File: src/verilog/serdes_chan_pkg.sv
// Constants, register layout and carrier types for one serial transceiver channel.
// Assumes the core clock is the serial bit clock at 50 MHz and APB with 32-bit data.
//
// Overview of operation
// - Self-test latch turns register into character LFSR.
// - Reset clears the self-test enable latch.
// - Self-test ignores character bits and control bits.
// - Reference-clock receive mode prefixes sixteen sync characters.
// - Reference clock times ten or twenty gives bits.
// - Character clock paces transmit path and goes out.
// - Loopback forces enabled drivers to constant one.
// - Loopback routes transmit stream into recovery input.
// - Disabled drivers power down; both off idles transmitter.
// - Reset disables every serial output driver.
// - Line input select picks one serial input.
// - Link valid needs all seven conditions true.
// - Link fault output changes only on character clock.
// - Amplitude threshold code zero disables, else trips.
// - Loopback ignores amplitude; the other six conditions still apply.
// - More than sixty bits without change faults.
// - Forced oscillator tracking drives fault indicator low.
// - Disabled receive channel holds fault continuously.
`default_nettype none
package serdes_chan_pkg;
   // Register byte offsets.
   localparam logic [11:0] CTRL_OFFSET = 12'h000;
   localparam logic [11:0] STATUS_OFFSET = 12'h004;
   // Control register field positions.
   localparam int SELFTEST_BIT = 0;
   localparam int LOOPBACK_BIT = 1;
   localparam int DRV_A_BIT = 2;
   localparam int DRV_B_BIT = 3;
   localparam int LINE_SEL_BIT = 4;
   localparam int RATE_SEL_BIT = 5;
   localparam int RX_EN_BIT = 6;
   localparam int REF_MODE_BIT = 7;
   localparam int AMP_SEL_LSB = 8;
   localparam int SPEED_LSB = 10;
   localparam logic [31:0] CTRL_RESET = 32'h0000_0000;
   // Timing and pattern counts, in bit clocks or characters.
   localparam int BITS_PER_CHAR = 10;
   localparam int REF_MULT_LOW = 10;
   localparam int REF_MULT_HIGH = 20;
   localparam int TRANSITION_LIMIT_BITS = 60;
   localparam int SYNC_CHARS = 16;
   localparam logic [8:0] LFSR_SEED = 9'h1ff;
   localparam logic [9:0] SYNC_CHAR = 10'h0fa;
   // Speed range codes chosen by the controller.
   typedef enum logic [1:0] {speed_low, speed_mid, speed_high, speed_rsvd} speed_range_t;
   // Control register contents.
   typedef struct packed {
      speed_range_t speed_range_sel;
      logic [1:0] amp_threshold_sel;
      logic rx_ref_mode;
      logic rx_channel_enable_latch;
      logic ref_rate_sel;
      logic line_input_sel;
      logic drv_b_en;
      logic drv_a_en;
      logic local_loopback_en;
      logic tx_selftest_latch;
   } ctrl_t;
   // Status register contents.
   typedef struct packed {
      logic tx_powered;
      logic sync_active;
      logic transition_fault;
      logic ref_present;
      logic link_valid;
   } status_t;
endpackage : serdes_chan_pkg
`default_nettype wire

File: src/verilog/serdes_chan.sv
// One transceiver channel: self-test generator, transmit shifter, drivers, input select and link monitor.
// Assumes clk is the bit clock, pins arrive asynchronously and software uses APB.
`default_nettype none
module serdes_chan #(
   parameter int LIMIT_BITS = serdes_chan_pkg::TRANSITION_LIMIT_BITS
) (
   input wire logic clk,
   input wire logic rstn,
   input wire logic psel,
   input wire logic penable,
   input wire logic pwrite,
   input wire logic [11:0] paddr,
   input wire logic [31:0] pwdata,
   output logic [31:0] prdata,
   output logic pready,
   output logic pslverr,
   input wire logic [7:0] tx_char_bits,
   input wire logic [1:0] tx_char_ctrl,
   input wire logic channel_ref_clock,
   input wire logic serial_in_primary,
   input wire logic serial_in_secondary,
   input wire logic [1:0] amp_level_primary,
   input wire logic [1:0] amp_level_secondary,
   input wire logic vco_in_range,
   input wire logic range_force,
   input wire logic link_fault_override,
   output logic serial_out_a,
   output logic serial_out_a_oe,
   output logic serial_out_b,
   output logic serial_out_b_oe,
   output logic tx_char_clock_out,
   output logic [1:0] speed_range_sel,
   output logic link_fault_n
);
   serdes_chan_pkg::ctrl_t ctrl;
   serdes_chan_pkg::status_t status;
   logic [5:0] pin_s1;
   logic [5:0] pin_s2;
   logic [3:0] amp_s1;
   logic [3:0] amp_s2;
   logic ref_prev;
   logic ref_edge;
   logic [4:0] ref_gap;
   logic ref_present;
   logic [3:0] bit_cnt;
   logic char_tick;
   logic [9:0] shifter;
   logic [9:0] next_char;
   logic [8:0] lfsr;
   logic [4:0] sync_cnt;
   logic selftest_d;
   logic tx_powered;
   logic tx_bit;
   logic rx_bit;
   logic rx_prev;
   logic [6:0] quiet_cnt;
   logic transition_fault;
   logic amp_ok;
   logic link_valid;

   // Minimum amplitude level that the selected threshold code demands.
   function automatic logic amp_passes(input logic [1:0] sel, input logic [1:0] level);
      amp_passes = (sel == 2'h0) || (level >= sel);
   endfunction : amp_passes

   // Reference, line, amplitude and monitor pins pass two flip-flops before any logic reads them; APB and character inputs do not.
   always_ff @(posedge clk) begin
      if (!rstn) begin
         pin_s1 <= 6'h00;
         pin_s2 <= 6'h00;
         amp_s1 <= 4'h0;
         amp_s2 <= 4'h0;
      end else begin
         pin_s1 <= {channel_ref_clock, serial_in_primary, serial_in_secondary,
                    vco_in_range, range_force, link_fault_override};
         pin_s2 <= pin_s1;
         amp_s1 <= {amp_level_primary, amp_level_secondary};
         amp_s2 <= amp_s1;
      end
   end

   // APB slave with no wait states; writes and reads complete in the access phase.
   always_ff @(posedge clk) begin
      if (!rstn) begin
         ctrl <= serdes_chan_pkg::ctrl_t'(serdes_chan_pkg::CTRL_RESET[11:0]);
         pready <= 1'b0;
         pslverr <= 1'b0;
         prdata <= 32'h0000_0000;
      end else begin
         pready <= psel && !penable && !pready;
         pslverr <= 1'b0;
         if (psel && !penable && !pready) begin
            prdata <= 32'h0000_0000;
            if (paddr == serdes_chan_pkg::CTRL_OFFSET) begin
               prdata <= {20'h00000, ctrl};
            end else if (paddr == serdes_chan_pkg::STATUS_OFFSET) begin
               prdata <= {27'h0000000, status};
            end else begin
               pslverr <= 1'b1;
            end
         end
         if (psel && penable && pready && pwrite && paddr == serdes_chan_pkg::CTRL_OFFSET) begin
            ctrl <= serdes_chan_pkg::ctrl_t'(pwdata[11:0]);
         end
      end
   end

   assign status = '{tx_powered: tx_powered, sync_active: (sync_cnt != 5'h00),
                     transition_fault: transition_fault, ref_present: ref_present, link_valid: link_valid};

   // Speed range is a plain level handed to the analog section.
   always_ff @(posedge clk) begin
      if (!rstn) begin
         speed_range_sel <= 2'h0;
      end else begin
         speed_range_sel <= ctrl.speed_range_sel;
      end
   end

   // Reference clock presence: an edge must come within one and a half reference periods of bits.
   assign ref_edge = pin_s2[5] && !ref_prev;
   always_ff @(posedge clk) begin
      if (!rstn) begin
         ref_prev <= 1'b0;
         ref_gap <= 5'h00;
         ref_present <= 1'b0;
      end else begin
         ref_prev <= pin_s2[5];
         if (ref_edge) begin
            ref_gap <= 5'h00;
            ref_present <= 1'b1;
         end else if (ref_gap == 5'((ctrl.ref_rate_sel ? serdes_chan_pkg::REF_MULT_HIGH
                                                         : serdes_chan_pkg::REF_MULT_LOW) * 3 / 2)) begin
            ref_present <= 1'b0;
         end else begin
            ref_gap <= ref_gap + 5'h01;
         end
      end
   end

   // Character divider: ten bits per character, held at zero one extra bit when a present reference edge lands on count zero.
   assign char_tick = (bit_cnt == 4'(serdes_chan_pkg::BITS_PER_CHAR - 1));
   always_ff @(posedge clk) begin
      if (!rstn) begin
         bit_cnt <= 4'h0;
         tx_char_clock_out <= 1'b0;
      end else begin
         if (char_tick || (ref_edge && ref_present && bit_cnt == 4'h0)) begin
            bit_cnt <= 4'h0;
         end else begin
            bit_cnt <= bit_cnt + 4'h1;
         end
         tx_char_clock_out <= (bit_cnt < 4'(serdes_chan_pkg::BITS_PER_CHAR / 2));
      end
   end

   // Next character: self-test pattern or sync prefix, else the user's character.
   always_comb begin
      if (ctrl.tx_selftest_latch) begin
         if (sync_cnt != 5'h00) begin
            next_char = serdes_chan_pkg::SYNC_CHAR;
         end else begin
            next_char = {lfsr[0], lfsr};
         end
      end else begin
         next_char = {tx_char_ctrl, tx_char_bits};
      end
   end

   // Self-test LFSR steps once a character and restarts on a rising enable.
   always_ff @(posedge clk) begin
      if (!rstn) begin
         lfsr <= serdes_chan_pkg::LFSR_SEED;
         sync_cnt <= 5'h00;
         selftest_d <= 1'b0;
      end else begin
         selftest_d <= ctrl.tx_selftest_latch;
         if (ctrl.tx_selftest_latch && !selftest_d) begin
            lfsr <= serdes_chan_pkg::LFSR_SEED;
            sync_cnt <= ctrl.rx_ref_mode ? 5'(serdes_chan_pkg::SYNC_CHARS) : 5'h00;
         end else if (char_tick && ctrl.tx_selftest_latch && tx_powered) begin
            if (sync_cnt != 5'h00) begin
               sync_cnt <= sync_cnt - 5'h01;
            end else begin
               lfsr <= {lfsr[0] ^ lfsr[4], lfsr[8:1]};
               if ({lfsr[0] ^ lfsr[4], lfsr[8:1]} == serdes_chan_pkg::LFSR_SEED && ctrl.rx_ref_mode) begin
                  sync_cnt <= 5'(serdes_chan_pkg::SYNC_CHARS);
               end
            end
         end
      end
   end

   // Transmit shifter sends LSB first; it idles when both drivers are off.
   assign tx_powered = ctrl.drv_a_en || ctrl.drv_b_en;
   assign tx_bit = shifter[0];
   always_ff @(posedge clk) begin
      if (!rstn) begin
         shifter <= 10'h000;
      end else if (tx_powered) begin
         if (char_tick) begin
            shifter <= next_char;
         end else begin
            shifter <= {1'b0, shifter[9:1]};
         end
      end
   end

   // Drivers: disabled ones are off and low, loopback forces a steady one.
   always_ff @(posedge clk) begin
      if (!rstn) begin
         serial_out_a <= 1'b0;
         serial_out_b <= 1'b0;
         serial_out_a_oe <= 1'b0;
         serial_out_b_oe <= 1'b0;
      end else begin
         serial_out_a_oe <= ctrl.drv_a_en;
         serial_out_b_oe <= ctrl.drv_b_en;
         serial_out_a <= ctrl.drv_a_en && (ctrl.local_loopback_en || tx_bit);
         serial_out_b <= ctrl.drv_b_en && (ctrl.local_loopback_en || tx_bit);
      end
   end

   // Recovery input: looped transmit stream or exactly one of the two lines.
   always_comb begin
      if (ctrl.local_loopback_en) begin
         rx_bit = tx_bit;
      end else if (ctrl.line_input_sel) begin
         rx_bit = pin_s2[3];
      end else begin
         rx_bit = pin_s2[4];
      end
   end

   // Transition checker counts quiet bit times and faults past the limit.
   always_ff @(posedge clk) begin
      if (!rstn) begin
         rx_prev <= 1'b0;
         quiet_cnt <= 7'h00;
         transition_fault <= 1'b1;
      end else begin
         rx_prev <= rx_bit;
         if (rx_bit != rx_prev) begin
            quiet_cnt <= 7'h00;
            transition_fault <= 1'b0;
         end else if (quiet_cnt >= 7'(LIMIT_BITS)) begin
            transition_fault <= 1'b1;
         end else begin
            quiet_cnt <= quiet_cnt + 7'h01;
         end
      end
   end

   // Amplitude from the selected receiver; not consulted in loopback.
   assign amp_ok = ctrl.local_loopback_en
                   || amp_passes(ctrl.amp_threshold_sel, ctrl.line_input_sel ? amp_s2[1:0] : amp_s2[3:2]);
   assign link_valid = amp_ok && !transition_fault && pin_s2[2] && !pin_s2[1]
                       && ctrl.rx_channel_enable_latch && ref_present && !pin_s2[0];

   // Fault indicator changes only on the character clock; low means fault.
   always_ff @(posedge clk) begin
      if (!rstn) begin
         link_fault_n <= 1'b0;
      end else if (char_tick) begin
         link_fault_n <= link_valid;
      end
   end

   // Assertion helpers: cycles that the receive enable has stayed off and forced tracking has stayed on.
   logic [3:0] rx_off_cycles;
   logic [3:0] force_cycles;
   always_ff @(posedge clk) begin
      if (!rstn || ctrl.rx_channel_enable_latch) begin
         rx_off_cycles <= 4'h0;
      end else if (rx_off_cycles != 4'hf) begin
         rx_off_cycles <= rx_off_cycles + 4'h1;
      end
   end
   // The counts saturate, so a long hold never wraps back into the grace period.
   always_ff @(posedge clk) begin
      if (!rstn || !pin_s2[1]) begin
         force_cycles <= 4'h0;
      end else if (force_cycles != 4'hf) begin
         force_cycles <= force_cycles + 4'h1;
      end
   end

   chk_reset_clears_selftest: assert property (@(posedge clk) !rstn |=> !ctrl.tx_selftest_latch)
      else $error("self-test latch survived reset");
   chk_reset_drivers_off: assert property (@(posedge clk) !rstn ##1 !rstn |=> !serial_out_a_oe && !serial_out_b_oe)
      else $error("driver enabled after reset");
   chk_loopback_ones: assert property (@(posedge clk) disable iff (!rstn)
      $past(ctrl.local_loopback_en && ctrl.drv_a_en) |-> serial_out_a)
      else $error("driver not steady one in loopback");
   chk_fault_only_tick: assert property (@(posedge clk) disable iff (!rstn)
      !$past(char_tick) |-> $stable(link_fault_n))
      else $error("fault indicator moved off character clock");
   chk_disabled_rx_fault: assert property (@(posedge clk) disable iff (!rstn)
      rx_off_cycles >= 4'hb |-> !link_fault_n)
      else $error("disabled channel reports no fault");
   chk_quiet_line_fault: assert property (@(posedge clk) disable iff (!rstn)
      quiet_cnt >= 7'(LIMIT_BITS) && rx_bit == rx_prev |=> transition_fault)
      else $error("quiet line not flagged");
   chk_change_clears_count: assert property (@(posedge clk) disable iff (!rstn)
      rx_bit != rx_prev |=> quiet_cnt == 7'h00)
      else $error("transition did not clear quiet count");
   chk_restart_seed: assert property (@(posedge clk) disable iff (!rstn)
      $rose(ctrl.tx_selftest_latch) |=> lfsr == serdes_chan_pkg::LFSR_SEED)
      else $error("pattern did not restart");
   chk_selftest_ignores_input: assert property (@(posedge clk) disable iff (!rstn)
      ctrl.tx_selftest_latch && sync_cnt == 5'h00 |-> next_char == {lfsr[0], lfsr})
      else $error("user bits leak into self-test");
   chk_sync_prefix: assert property (@(posedge clk) disable iff (!rstn)
      $rose(ctrl.tx_selftest_latch) && ctrl.rx_ref_mode |=> sync_cnt == 5'(serdes_chan_pkg::SYNC_CHARS))
      else $error("sync prefix missing");
   chk_char_divider: assert property (@(posedge clk) disable iff (!rstn)
      char_tick |=> bit_cnt == 4'h0 ##9 char_tick)
      else $error("character divider off");
   chk_power_down: assert property (@(posedge clk) disable iff (!rstn)
      !tx_powered |=> $stable(shifter))
      else $error("shifter runs with both drivers off");
   chk_range_force_fault: assert property (@(posedge clk) disable iff (!rstn)
      force_cycles >= 4'hb |-> !link_fault_n)
      else $error("forced tracking not flagged");
   cov_link_up: cover property (@(posedge clk) disable iff (!rstn) $rose(link_fault_n));
   cov_selftest_pass: cover property (@(posedge clk) disable iff (!rstn)
      ctrl.tx_selftest_latch && char_tick && lfsr == serdes_chan_pkg::LFSR_SEED && $past(lfsr) != lfsr);
   cov_loopback_link: cover property (@(posedge clk) disable iff (!rstn) ctrl.local_loopback_en && link_fault_n);
endmodule : serdes_chan
`default_nettype wire

File: config.mk
export PLATFORM = sky130hd
export DESIGN_NAME = serdes_chan
export DESIGN_NICKNAME = d
export VERILOG_FILES = /design/src/verilog/serdes_chan_pkg.sv /design/src/verilog/serdes_chan.sv
export SDC_FILE = /design/constraint.sdc
export NUM_CORES = 1
export LEC_CHECK = 0
export ABC_AREA = 1
export BUFFER_PORTS_ARGS = -buffer_cell sky130_fd_sc_hd__buf_2
export CORE_ASPECT_RATIO = 1.4
export CORE_MARGIN = 3
export CORE_UTILIZATION = 25
export CTS_BUF_LIST = sky130_fd_sc_hd__clkbuf_2
export CTS_CLUSTER_DIAMETER = 120
export DETAILED_ROUTE_END_ITERATION = 8
export PLACE_DENSITY = 0.43
export RECOVER_POWER = 100
export SYNTH_ARGS = -nofsm -noshare
export SYNTH_HDL_FRONTEND = slang
export SYNTH_SLANG_ARGS = --single-unit
File: constraint.sdc
create_clock -name clk -period 1.3 [get_ports clk]
set_input_delay 0.065 -clock clk [delete_from_list [all_inputs] [get_ports clk]]
set_output_delay 0.065 -clock clk [all_outputs]
set_load 0.02 [all_outputs]
After elaboration in Yosys (flattened, before gate mapping) --
Cells that the tools add are included.
Cells by class: add/sub/neg operators 5, multipliers 1, muxes and demuxes 19, equality and inequality tests 5, $lt $le $gt $ge 3, bitwise logic cells 5, reductions and logical operators 48
Operators by type and width (count):
- $mux 5 | 7
- $mux 10 | 3
- $logic_and 1x1->1 | 21
- $eq 12x3->1 const B | 1
- $logic_not 12->1 | 1
- $mux 12 | 1
- $eq 9x9->1 const B | 1
- $reduce_or 2->1 | 4
- $add 7x1->7 const B | 1
- $ge 7x6->1 const B | 1
- $logic_not 1->1 | 7
- $mux 1 | 7
- $mul 5x2->6 const B | 1
- $reduce_bool 2->1 | 3
- $add 5x1->5 | 1
- $add 5x1->5 const B | 1
- $eq 5x5->1 | 1
- $logic_or 1x1->1 | 5
- $reduce_bool 5->1 | 1
- $sub 5x1->5 const B | 1
- $add 4x1->4 const B | 1
- $eq 4x4->1 const B | 1
- $logic_not 4->1 | 1
- $lt 4x3->1 const B | 1
- 10 further kinds | 13
Storage, ports and cells: output and inout bits 42, input bits 69, word-level logic and storage cells 121, register bits after elaboration 119

Longest topological paths before layout --
Gate-level depths: netlist (run 1).
word-level depth 12, gate-level depth with buffers 10, mapped depth without buffers 10

Worst setup path after synthesis (run 1) --
No wires, ideal clock.
path kind reg2reg, start reg ctrl[4] (netlist name), end reg prdata[0], setup time 0.117 ns, cell stages (with the launch flop) 9, buffers on the path 0, slack -0.115 ns, period minus slack after synthesis 1.415 ns, data required time 1.183 ns, arrival time 1.298 ns, path through dfxtp_1 -> mux2i_1 -> ha_1 -> o21ai_0 -> o211ai_1 -> nand2_1 -> nor2_1 -> nor2_1 -> nor2_1
On the way: longest elaborated chain between the ends 12
Ends and longest elaborated chain:
- start: declaration | RTL line serdes_chan.sv:35 | serdes_chan_pkg::ctrl_t ctrl;
- start signal: assignment | RTL line serdes_chan.sv:85 | ctrl <= serdes_chan_pkg::ctrl_t'(serdes_chan_pkg::CTRL_RESET[11:0]);
- start signal: assignment | RTL line serdes_chan.sv:103 | ctrl <= serdes_chan_pkg::ctrl_t'(pwdata[11:0]);
- $mux 2 | RTL line serdes_chan.sv:256 | || amp_passes(ctrl.amp_threshold_sel, ctrl.line_input_sel ? amp_s2[1:0] : amp_s2[3:2]);
- $ge 2x2->1 | RTL line serdes_chan.sv:63 | amp_passes = (sel == 2'h0) || (level >= sel);
- $logic_or 1x1->1 | RTL line serdes_chan.sv:63
- $logic_or 1x1->1 | RTL line serdes_chan.sv:256
- $logic_and 1x1->1 (3 in a row) | RTL line serdes_chan.sv:257 | assign link_valid = amp_ok && !transition_fault && pin_s2[2] && !pin_s2[1]
- $logic_and 1x1->1 (3 in a row) | RTL line serdes_chan.sv:258 | && ctrl.rx_channel_enable_latch && ref_present && !pin_s2[0];
- $mux 5 | RTL line serdes_chan.sv:96 | end else if (paddr == serdes_chan_pkg::STATUS_OFFSET) begin
- $mux 12 | RTL line serdes_chan.sv:94 | if (paddr == serdes_chan_pkg::CTRL_OFFSET) begin
- end signal: assignment | RTL line serdes_chan.sv:95 | prdata <= {20'h00000, ctrl};
- end signal: assignment | RTL line serdes_chan.sv:97 | prdata <= {27'h0000000, status};
- end: declaration | RTL line serdes_chan.sv:14 | output logic [31:0] prdata,
Every way passes these cells. A chain may end at the register's enable or synchronous reset.

Worst setup path in the final report (run 1) --
Ends and elaborated chain as after synthesis.

==> implementation parameters, run 1 <==
Parameter                              Value

Synth
  Sequential fraction of the synthesis area    a little under half
  Area share of the largest cell type after synthesis    ~46%
  Number of flops mapped to enable cells by yosys    0
  Top cells by count, synth    nand2_1 (118), dfxtp_1 (99), inv_1 (63)
  Top cells by area in the synthesized netlist    dfxtp_1 (46%), nand2_1 (10%), inv_1 (5.5%)
  Dominant register cell in the synthesized netlist    dfxtp_1
  Cell with the most instances after synthesis    nand2_1
  Count of distinct cell types in the synthesized netlist    39
  Yosys warning count    0
  Synthesized area per cell    about 7.7 µm²
  Cell accounting for the most synthesized area    dfxtp_1
  Syn Std Cell Area    approximately 0.0043 mm²
  Synth async-reset ratio    0%
  Post-synthesis cell count    about 560
  Flip-flop and latch count after synthesis    approximately 100

Power
  Pwr/cell area    ~880 mW/mm²
  Leak    2.88 nW
  Peak VDD IR    ~0.00042 V

Critical path
  Worst Setup Start Kind    flip-flop
  Worst Reg2Reg Path Length in Cells    8
  Required arrival time at the worst endpoint    approximately 1800 ps
  Critical path's most frequent cell    nor2_1
  Critical path data arrival time    1960 ps
  FF-to-FF End    prdata[0]
  Reg2reg start    ctrl[4]
  Maximum fanout along the worst path    4
  Crit path max-delay cell type    dfxtp_4
  Largest stage delay, worst path    approximately 430 ps
  Startpoint-to-endpoint class of the critical path    reg2reg
  Ordered cell list for the critical path    mux2i_2, ha_1, o21ai_1, o211ai_1, nand2_1, nor2_1, nor2_1, nor2_1
  Register-to-register setup slack    -150 ps
  Nature of the critical path endpoint    flip-flop

Placed design
  Pre-CTS setup slack    -148 ps
  Sum of net half-perimeters after detailed placement    slightly above 8 mm
  Placer Congestion    0.775
  Count of buffers from port buffering    70
  Instance count after placement with tap cells included    slightly below 900

Detailed routing
  First DRT Iteration DRCs    182
  Final antenna-violating net count    0
  Total number of vias    3983
  Routed length per instance    between 10 and 15 µm
  Detailed-router iteration count before antenna repair    5
  Total length of routed wires    approximately 12 mm
  Final routed DRC violation total    0
  Vias per cell    about 4.1

STA
  Share of the clock period used by the worst path    111%
  Maximum frequency from static timing analysis    around 700 MHz
  Max Clock Skew    around 22 ps
  Number of pins with negative max-slew slack in the final report    0
  Worst slew margin relative to its limit    between 50% and 60%
  Actual transition at the worst max-transition pin    about 660 ps
  Setup repair after global routing missed its margin    true
  Crit path time final    ~1400 ps
  Setup violators final    35
  Final number of hold-violating endpoints    0
  Final worst-path setup slack    -146 ps

Final layout
  Net total in the final layout    roughly 800
  Area grow syn2layout    44.7%
  Post-route insts no fill    963
  Share of post-route cells with drive strength above 1    around a third

Global routing
  Gr usage total    around 12%
  Wire length of the first global-routing pass    between 15 and 20 mm
  Maximum number of pins on one net before global-route repair    32
  Vias in the first global route    3822
  Number of antenna violations at the first check in global routing    1
  Residual overflow from global routing    0

Die
  Die X    approximately 120 µm
  Standard-cell row count    56
  Die outline area    approximately 0.019 mm²
  Initial Utilization    25.7%
  Die Y    between 150 and 200 µm
  Floorplan core area    between 0.015 and 0.02 mm²
  Number of placed I/O pins    ~110

CTS
  CTS tree    done
  Clock sink total    just under 100
  Clock-pin slew reported for the worst setup and hold paths after clock tree synthesis    between 200 and 300 ps
  Clock latency at the later pin of the worst-skew pair    a little under 600 ps
  Bufs on Longest Clock Path    2
  Root Buffer Master    clkbuf_2
  Number of clock buffers inserted by TritonCTS    9
  CTS H-Tree Depth    3

Flow run
  Max-cap violations    0

Hold path
  Number of stages on the worst hold path    8
  Worst hold path class    in2reg
  Hold endpoint    prdata[8]
  Worst Hold Launch    paddr[6]

Status
  Failing checks    setup timing
  Outcome    finished, violations left
==> critical path: cells and delay by family, from the launching register on <==
family,cells,cell delay (ps)
compound gates,2,210
fa+ha+maj,1,260
flops,1,430
mux,1,210
simple gates,4,260
==> where the power goes <==
part,internal (mW),total [mW],leakage (nW),switching (mW)
clock,0.635,1.71,0.0837,1.07
sequential,3.13,3.18,0.813,0.0527
combinational,0.283,0.601,1.98,0.318
total,4.05,5.49,2.88,1.44
==> final cells by class <==
cell class	instances	area, µm²
diodes	1	2.50
clock buffers	9	45.0
clock inverters	7	91.3
fillers	1784	10600
inverters	70	270
multi-input cells	376	2220
flip-flops and latches	99	2010
well taps	232	290
repair buffers	169	1340
==> layout by cell type, fill, tap and decap left out, drive strengths merged <==
cell	instances
o22a	1
or2	1
nor3	4
mux2i	1
o21bai	1
ha	10
o21a	4
xor2	6
conb	20
clkbuf	19
nor2	66
a21oi	51
o211ai	7
nor4	1
nand2	124
buf	119
and2	1
o21ai	36
o22ai	3
dlygate4sd3	40
diode	1
inv	71
nand4	5
clkinv	4
dfxtp	99
xnor2	3
nand3	31
bufinv	2
==> sequential cells by signal, summed over array words and instances (netlist names), 2 cells and up <==
register and count:
amp_s2 4, bit_cnt 4, prdata 12, lfsr 9, amp_s1 4, ctrl 12, speed_range_sel 2, pin_s1 6
ref_gap 5, pin_s2 6, shifter 10, sync_cnt 5, quiet_cnt 7
==> per-layer routing <==
layer  share of wire, %  global-route usage [%]
met1                 45                    15.4
met2                 50                    20.6
met3                3.5                    2.05
met4                1.5                    4.90
met5                  0                       0
==> what timing repair did <==
action / 4_1_cts / 5_1_grt
hold buffers: 40 / 0
pin swaps: 17 / 30
resized for setup: 38 / 89
endpoints found under the setup margin: 48 / 50
cloned: 3 / 1
endpoints found under the hold margin: 65 / 0
buffers inserted: 10 / 10
==> cells by family (layout without fill, tap and decap cells) <==
kind of cell	Yosys count	count (layout)	synth area share [%]
AO/OA/AOI/OAI	103	103	13.3
multiplexers	1	1	0.231
XOR/XNOR	9	9	1.99
buffers and inverters	109	255	12.2
AND/OR/NAND/NOR	230	233	23.6
adder cells (fa/ha/maj)	10	10	2.89
flip-flops	99	99	45.8
other	1	21	0.0866
==> worst max path at each step <==
stage / cells past startpoint / end / slack (ps) / from
after global placement: 8 / prdata[0] / -100 / ctrl[4]
after CTS: 8 / prdata[0] / -150 / ctrl[4]
after global routing: 10 / sync_cnt[4] / -220 / bit_cnt[1]
final: 8 / prdata[0] / -150 / ctrl[4]
after floorplan: 8 / prdata[0] / -10 / ctrl[4]
after detailed placement: 8 / prdata[0] / -150 / ctrl[4]
==> metrics by stage <==
stage                     hold WS, ps  instance area [µm²]  TNS [ps]  power (mW)  util [%]
after floorplan                   163                 4420     -14.0        3.56         -
after global placement            251                 5170      -316        3.71      30.6
after detailed placement          252                 5170     -1160        3.72      30.6
after CTS                      0.0184                 5900      -924        5.55      35.0
after global routing             25.4                 6270     -6670        5.75      37.1
final                            61.8                 6270     -2100        5.49      37.1
(Power assumes the default switching activity.)
==> run 2, diff against run 1 <==
--- a/config.mk
+++ b/config.mk
@@ -13,7 +13,7 @@
 export CTS_BUF_LIST = sky130_fd_sc_hd__clkbuf_2
 export CTS_CLUSTER_DIAMETER = 120
 export DETAILED_ROUTE_END_ITERATION = 8
-export PLACE_DENSITY = 0.43
+export PLACE_DENSITY = 0.57
 export RECOVER_POWER = 100
 export SYNTH_ARGS = -nofsm -noshare
 export SYNTH_HDL_FRONTEND = slang
==> run 2 against run 1 <==
Against the previous run: the flow still finishes with violations (setup timing); combinational power is 0.8% lower; non-clock buffer count is 3 higher; first-iteration DRC count is 25% higher; worst hold slack worse by 6.1 ps; cell count is 0.21% higher; sequential power hardly changed; sequential share of layout area is 0.76 points higher; flip-flop and latch count stayed put; clock skew is 7.8 ps higher; die area stayed put; clock power is 15% lower; critical path type is now in2reg; critical endpoint is now shifter[8]; largest power group unchanged.
==> implementation parameters, run 2 (same netlist as run 1, synthesis figures left out) <==
Parameter                              Value

Detailed routing
  Final routed DRC violation total    0
  Total number of vias    roughly 4000
  Routed length per instance    approximately 12 µm
  Vias per cell    around 4.1
  Total length of routed wires    11.2 mm
  Detailed-router iteration count before antenna repair    4
  Final antenna-violating net count    0
  First DRT Iteration DRCs    between 200 and 250

Placed design
  Count of buffers from port buffering    70
  Sum of net half-perimeters after detailed placement    about 8.2 mm
  Placer Congestion    ~0.80
  Pre-CTS setup slack    -78.3 ps

Critical path
  Ordered cell list for the critical path    dlygate4sd3_1, clkbuf_1, clkbuf_1, o21ai_0, a21oi_2
  Crit path max-delay cell type    clkbuf_1
  Largest stage delay, worst path    730 ps
  Critical path data arrival time    1930 ps
  Worst Setup Start Kind    input port
  Required arrival time at the worst endpoint    between 1500 and 2000 ps
  Critical path's most frequent cell    clkbuf_1
  Maximum fanout along the worst path    24
  Startpoint-to-endpoint class of the critical path    in2reg
  Nature of the critical path endpoint    flip-flop

Final layout
  Net total in the final layout    slightly above 800
  Share of post-route cells with drive strength above 1    29.6%
  Commonest cells after routing, fill and taps aside    nand2_1 (108), dfxtp_1 (88), inv_1 (60), buf_2 (56), nor2_1 (49)
  Area of all sequential standard cells    between 0.002 and 0.0025 mm²
  Multi-input gate area in the final layout    ~0.0021 mm²
  Leading registers by flop count    ctrl: 12 flops, prdata: 12 flops, shifter: 10 flops
  Fill cell count    roughly 1800
  Area grow syn2layout    40.6%
  Most common library cell in the layout ignoring fill and taps    nand2_1

Global routing
  Wire length of the first global-routing pass    approximately 18 mm
  Gr usage total    a little under an eighth
  Number of antenna violations at the first check in global routing    1
  Maximum number of pins on one net before global-route repair    25
  Residual overflow from global routing    0
  Vias in the first global route    3785

CTS
  Number of clock buffers inserted by TritonCTS    9
  Clock-pin slew reported for the worst setup and hold paths after clock tree synthesis    ~260 ps
  Clock latency at the later pin of the worst-skew pair    580 ps
  CTS H-Tree Depth    3
  Clock sink total    99
  Root Buffer Master    clkbuf_2
  CTS tree    done
  Bufs on Longest Clock Path    2

Power
  Net switching component of the power    roughly 1.4 mW
  Switching Fraction    a little over a quarter
  Pwr/cell area    ~860 mW/mm²
  Clock group share of total power    28.0%
  Peak VDD IR    0.000338 V
  Internal power    around 3.9 mW
  Combinational cell fraction of total power    11.4%
  Leak    approximately 2.8 nW
  Flop pwr share    around three fifths

Die
  Die X    117 µm
  Standard-cell row count    56
  Die outline area    between 0.015 and 0.02 mm²
  Floorplan core area    0.0169 mm²
  Die Y    162 µm
  Initial Utilization    between 20% and 30%
  Number of placed I/O pins    about 110

STA
  Max Clock Skew    a little under 30 ps
  Total negative slack    -2870 ps
  Number of pins with negative max-slew slack in the final report    0
  Crit path time final    1410 ps
  Final number of hold-violating endpoints    0
  Worst slew margin relative to its limit    37.4%
  Actual transition at the worst max-transition pin    939 ps
  Maximum frequency from static timing analysis    709 MHz
  Setup repair after global routing missed its margin    true
  Final worst-path setup slack    -111 ps
  Setup violators final    45
  Share of the clock period used by the worst path    109%

Status
  Failing checks    setup timing
  Outcome    finished, violations left

Hold path
  Worst hold path class    in2reg

Flow run
  Max-cap violations    0
-- run 2: cell types whose count changed in the layout (fill, tap and decap cells not counted), moves of 4 or more --
cell	previous run	this run
clkbuf_2	17	26
nor2_2	3	8
dfxtp_2	14	9
buf_12	6	2
buf_4	42	36
nor2_4	13	9
dfxtp_1	82	88
dlygate4sd3_1	40	46
a21oi_2	17	12
o21ai_2	10	3
a21oi_1	33	39
buf_6	14	9
clkbuf_1	1	5
o21ai_1	5	9
-- run 2: repair_timing --
| item | CTS | global route |
|---|---|---|
| pin swaps | 13 | 21 |
| gates resized for setup | 22 | 68 |
| endpoints found under the hold margin | 76 | 0 |
| hold buffers | 46 | 0 |
| cloned | 1 | 2 |
| buffers inserted | 5 | 11 |
| endpoints found under the setup margin | 27 | 50 |
-- run 2: cell type report --
class | count | share of cell area, %
Tap cell | 232 | 4.76
Antenna cell | 1 | 0.0411
Clock buffer | 11 | 0.904
Sequential cell | 99 | 32.8
Inverter | 70 | 4.52
Timing Repair Buffer | 172 | 21.4
Clock inverter | 5 | 0.883
Multi-Input combinational cell | 375 | 34.7
-- run 2: power by group through the flow --
| stage | logic, mW | registers [mW] | clock network, mW |
|---|---|---|---|
| after floorplan | 0.303 | 3.26 | 0 |
| after global placement | 0.482 | 3.23 | 0 |
| after detailed placement | 0.485 | 3.24 | 0 |
| after CTS | 0.593 | 3.18 | 1.53 |
| after global routing | 0.670 | 3.19 | 1.65 |
| final | 0.596 | 3.18 | 1.46 |
-- run 2: final timing paths --
check,from,endpoint,slack [ps],cells past startpoint
worst max-delay path,rstn,shifter[8],-110,5
worst min-delay path,paddr[2],prdata[0],60,7
worst max register to register,bit_cnt[0],link_fault_n,-110,8
worst min register to register,pin_s1[0],pin_s2[0],430,2
-- run 2: per-layer routing --
metal / global-route usage (%) / vias to the layer above / routed length, µm
met5: 0 / - / 0
met4: 5.11 / 0 / 244
met3: 2.09 / 17 / 460
met2: 20.5 / 91 / 5600
met1: 14.3 / 1786 / 4900
li1: - / 2077 / -
-- run 2: stage by stage --
| stage | total power [mW] | instance area [µm²] | hold WS [ps] | utilization [%] | std cells |
|---|---|---|---|---|---|
| after floorplan | 3.56 | 4420 | 163 | - | 581 |
| after global placement | 3.72 | 5150 | 251 | 30.5 | 887 |
| after detailed placement | 3.72 | 5150 | 251 | 30.5 | 887 |
| after CTS | 5.30 | 5830 | 25.0 | 34.5 | 955 |
| after global routing | 5.51 | 6090 | 35.1 | 36.1 | 965 |
| final | 5.24 | 6090 | 55.7 | 36.1 | 965 |
-- run 2: critical path: cells and delay by family --
kind                   cells  cell delay (ps)
AO/OA/AOI/OAI              2              420
buffers and inverters      3             1440
==> run 3, diff against run 2 <==
--- a/config.mk
+++ b/config.mk
@@ -7,8 +7,9 @@
 export LEC_CHECK = 0
 export ABC_AREA = 1
 export BUFFER_PORTS_ARGS = -buffer_cell sky130_fd_sc_hd__buf_2
+export CAP_MARGIN = 10
 export CORE_ASPECT_RATIO = 1.4
-export CORE_MARGIN = 3
+export CORE_MARGIN = 10
 export CORE_UTILIZATION = 25
 export CTS_BUF_LIST = sky130_fd_sc_hd__clkbuf_2
 export CTS_CLUSTER_DIAMETER = 120
==> run 3 against run 2 <==
Against the previous run: the run still ends with setup timing left; fmax up 1.1%; final area increased by 3.3%; sequential share of layout area decreased by 0.93 points; global-route usage down 1.5 points; clock power rose by 22%.
==> implementation parameters, run 3 (same netlist as run 1, synthesis figures left out) <==
Parameter                              Value

Final layout
  Commonest cells after routing, fill and taps aside    nand2_1 (107), dfxtp_1 (86), inv_1 (60), buf_2 (56), dlygate4sd3_1 (50)
  Multi-input gate area in the final layout    0.00217 mm²
  Area grow syn2layout    45.3%
  Fill cell count    ~1800
  Most common library cell in the layout ignoring fill and taps    nand2_1
  Share of post-route cells with drive strength above 1    about a third
  Area of all sequential standard cells    0.00201 mm²
  Leading registers by flop count    ctrl: 12 flops, prdata: 12 flops, shifter: 10 flops
  Net total in the final layout    between 800 and 900
  Total non-filler cell area in the finished layout    0.00629 mm²

STA
  Max Clock Skew    ~54 ps
  Share of the clock period used by the worst path    107%
  Final worst-path setup slack    -96.3 ps
  Final number of hold-violating endpoints    0
  Maximum frequency from static timing analysis    between 700 and 800 MHz
  Setup violators final    29
  Crit path time final    between 1000 and 1500 ps
  Number of pins with negative max-slew slack in the final report    0
  Setup repair after global routing missed its margin    true

Die
  Die Y    176 µm
  Standard-cell row count    56
  Floorplan core area    between 0.015 and 0.02 mm²
  Die X    131 µm
  Initial Utilization    about a quarter
  Number of placed I/O pins    approximately 110
  Die outline area    between 0.02 and 0.025 mm²

Global routing
  Wire length of the first global-routing pass    ~20 mm
  Gr usage total    between 10% and 20%
  Maximum number of pins on one net before global-route repair    between 50 and 60
  Number of antenna violations at the first check in global routing    1
  Vias in the first global route    4082
  Residual overflow from global routing    0

Critical path
  Crit path max-delay cell type    dfxtp_2
  Ordered cell list for the critical path    inv_2, ha_4, nand3_4, nand2_1, nor2_4, nor2_1, nor2_1, o21ai_1, inv_1
  Required arrival time at the worst endpoint    roughly 1900 ps
  Startpoint-to-endpoint class of the critical path    reg2reg
  Nature of the critical path endpoint    flip-flop
  Worst Setup Start Kind    flip-flop
  Critical path data arrival time    just under 2000 ps
  Largest stage delay, worst path    400 ps
  Register-to-register setup slack    -100 ps
  Maximum fanout along the worst path    7
  Critical path's most frequent cell    nor2_1

CTS
  Clock-pin slew reported for the worst setup and hold paths after clock tree synthesis    between 300 and 400 ps
  Bufs on Longest Clock Path    2
  Clock sink total    99
  Number of clock buffers inserted by TritonCTS    9
  CTS tree    done
  Clock latency at the later pin of the worst-skew pair    roughly 600 ps
  Root Buffer Master    clkbuf_2
  CTS H-Tree Depth    3

Detailed routing
  Final routed DRC violation total    0
  Routed length per instance    around 13 µm
  Vias per cell    4.20
  Total length of routed wires    between 10 and 15 mm
  First DRT Iteration DRCs    around 200
  Total number of vias    between 4000 and 5000
  Detailed-router iteration count before antenna repair    6
  Final antenna-violating net count    0

Hold path
  Worst hold path class    in2reg

Status
  Failing checks    setup timing
  Outcome    finished, violations left

Placed design
  Sum of net half-perimeters after detailed placement    approximately 8.7 mm
  Placer Congestion    approximately 0.83
  Pre-CTS setup slack    -131 ps
  Count of buffers from port buffering    70
  Placed standard-cell area    approximately 0.0052 mm²

Power
  Pwr/cell area    888 mW/mm²
  Peak VDD IR    ~0.00043 V
  Leak    around 2.9 nW

Flow run
  Max-cap violations    0
run 3: changes by cell type in the layout (fill, tap and decap cells not counted), moves of 3 or more:
cell and change:
dlygate4sd3_1 +4, o21ai_2 +7, buf_4 +3, nand3_2 +3, o21ai_0 -3, buf_6 +4, nor2_4 +4, clkbuf_2 -6
inv_6 +3, o21ai_1 -3
run 3: path summary, 6_finish.rpt:
path              cells after the start          end         from
hold reg to reg                       2    pin_s2[1]    pin_s1[1]
setup reg to reg                      9  sync_cnt[0]  sync_cnt[1]
hold / removal                        8    prdata[0]     paddr[8]
setup / recovery                      9  sync_cnt[0]  sync_cnt[1]
run 3: layout make-up:
type / count / share of cell area (%)
Timing Repair Buffer: 177 / 22.3
Tap cell: 232 / 4.61
Clock inverter: 6 / 1.51
Sequential cell: 99 / 31.9
Clock buffer: 10 / 0.795
Inverter: 70 / 4.37
Multi-Input combinational cell: 375 / 34.5
Antenna cell: 1 / 0.0398
run 3: routing by layer:
metal	vias to the layer above	track usage, %	share of wire, %
li1	2085	-	-
met1	1847	12.3	44
met2	117	17.9	49
met3	21	2.26	4.5
met4	0	4.28	2.2
met5	-	0	0
run 3: timing repair:
| item | CTS | global route |
|---|---|---|
| cloned | 1 | 2 |
| setup endpoints to repair | 37 | 58 |
| hold buffers | 50 | 0 |
| setup buffers | 4 | 10 |
| pin swaps | 8 | 34 |
| hold endpoints to repair | 79 | 0 |
| gates resized for setup | 28 | 86 |
run 3: critical path, delay by kind of cell (launching register included):
kind            cells  cell delay (ps)
simple gates        5              610
flops               1              400
fa+ha+maj           1              190
buf+inv             2              100
compound gates      1               70
run 3: report_power, final:
part / internal, mW / switching, mW
Combinational: 0.297 / 0.332
Sequential: 3.13 / 0.0508
Clock: 0.672 / 1.11
run 3: through the flow:
| stage | hold WS, ps | util [%] | cells | power (mW) | TNS [ps] |
|---|---|---|---|---|---|
| after floorplan | 163 | - | 581 | 3.56 | -14.0 |
| after global placement | 249 | 30.6 | 886 | 3.72 | -184 |
| after detailed placement | 248 | 30.6 | 886 | 3.73 | -709 |
| after CTS | 3.39 | 35.1 | 957 | 5.65 | -466 |
| after global routing | 100 | 37.3 | 970 | 5.87 | -5500 |
| final | 62.6 | 37.3 | 970 | 5.59 | -916 |
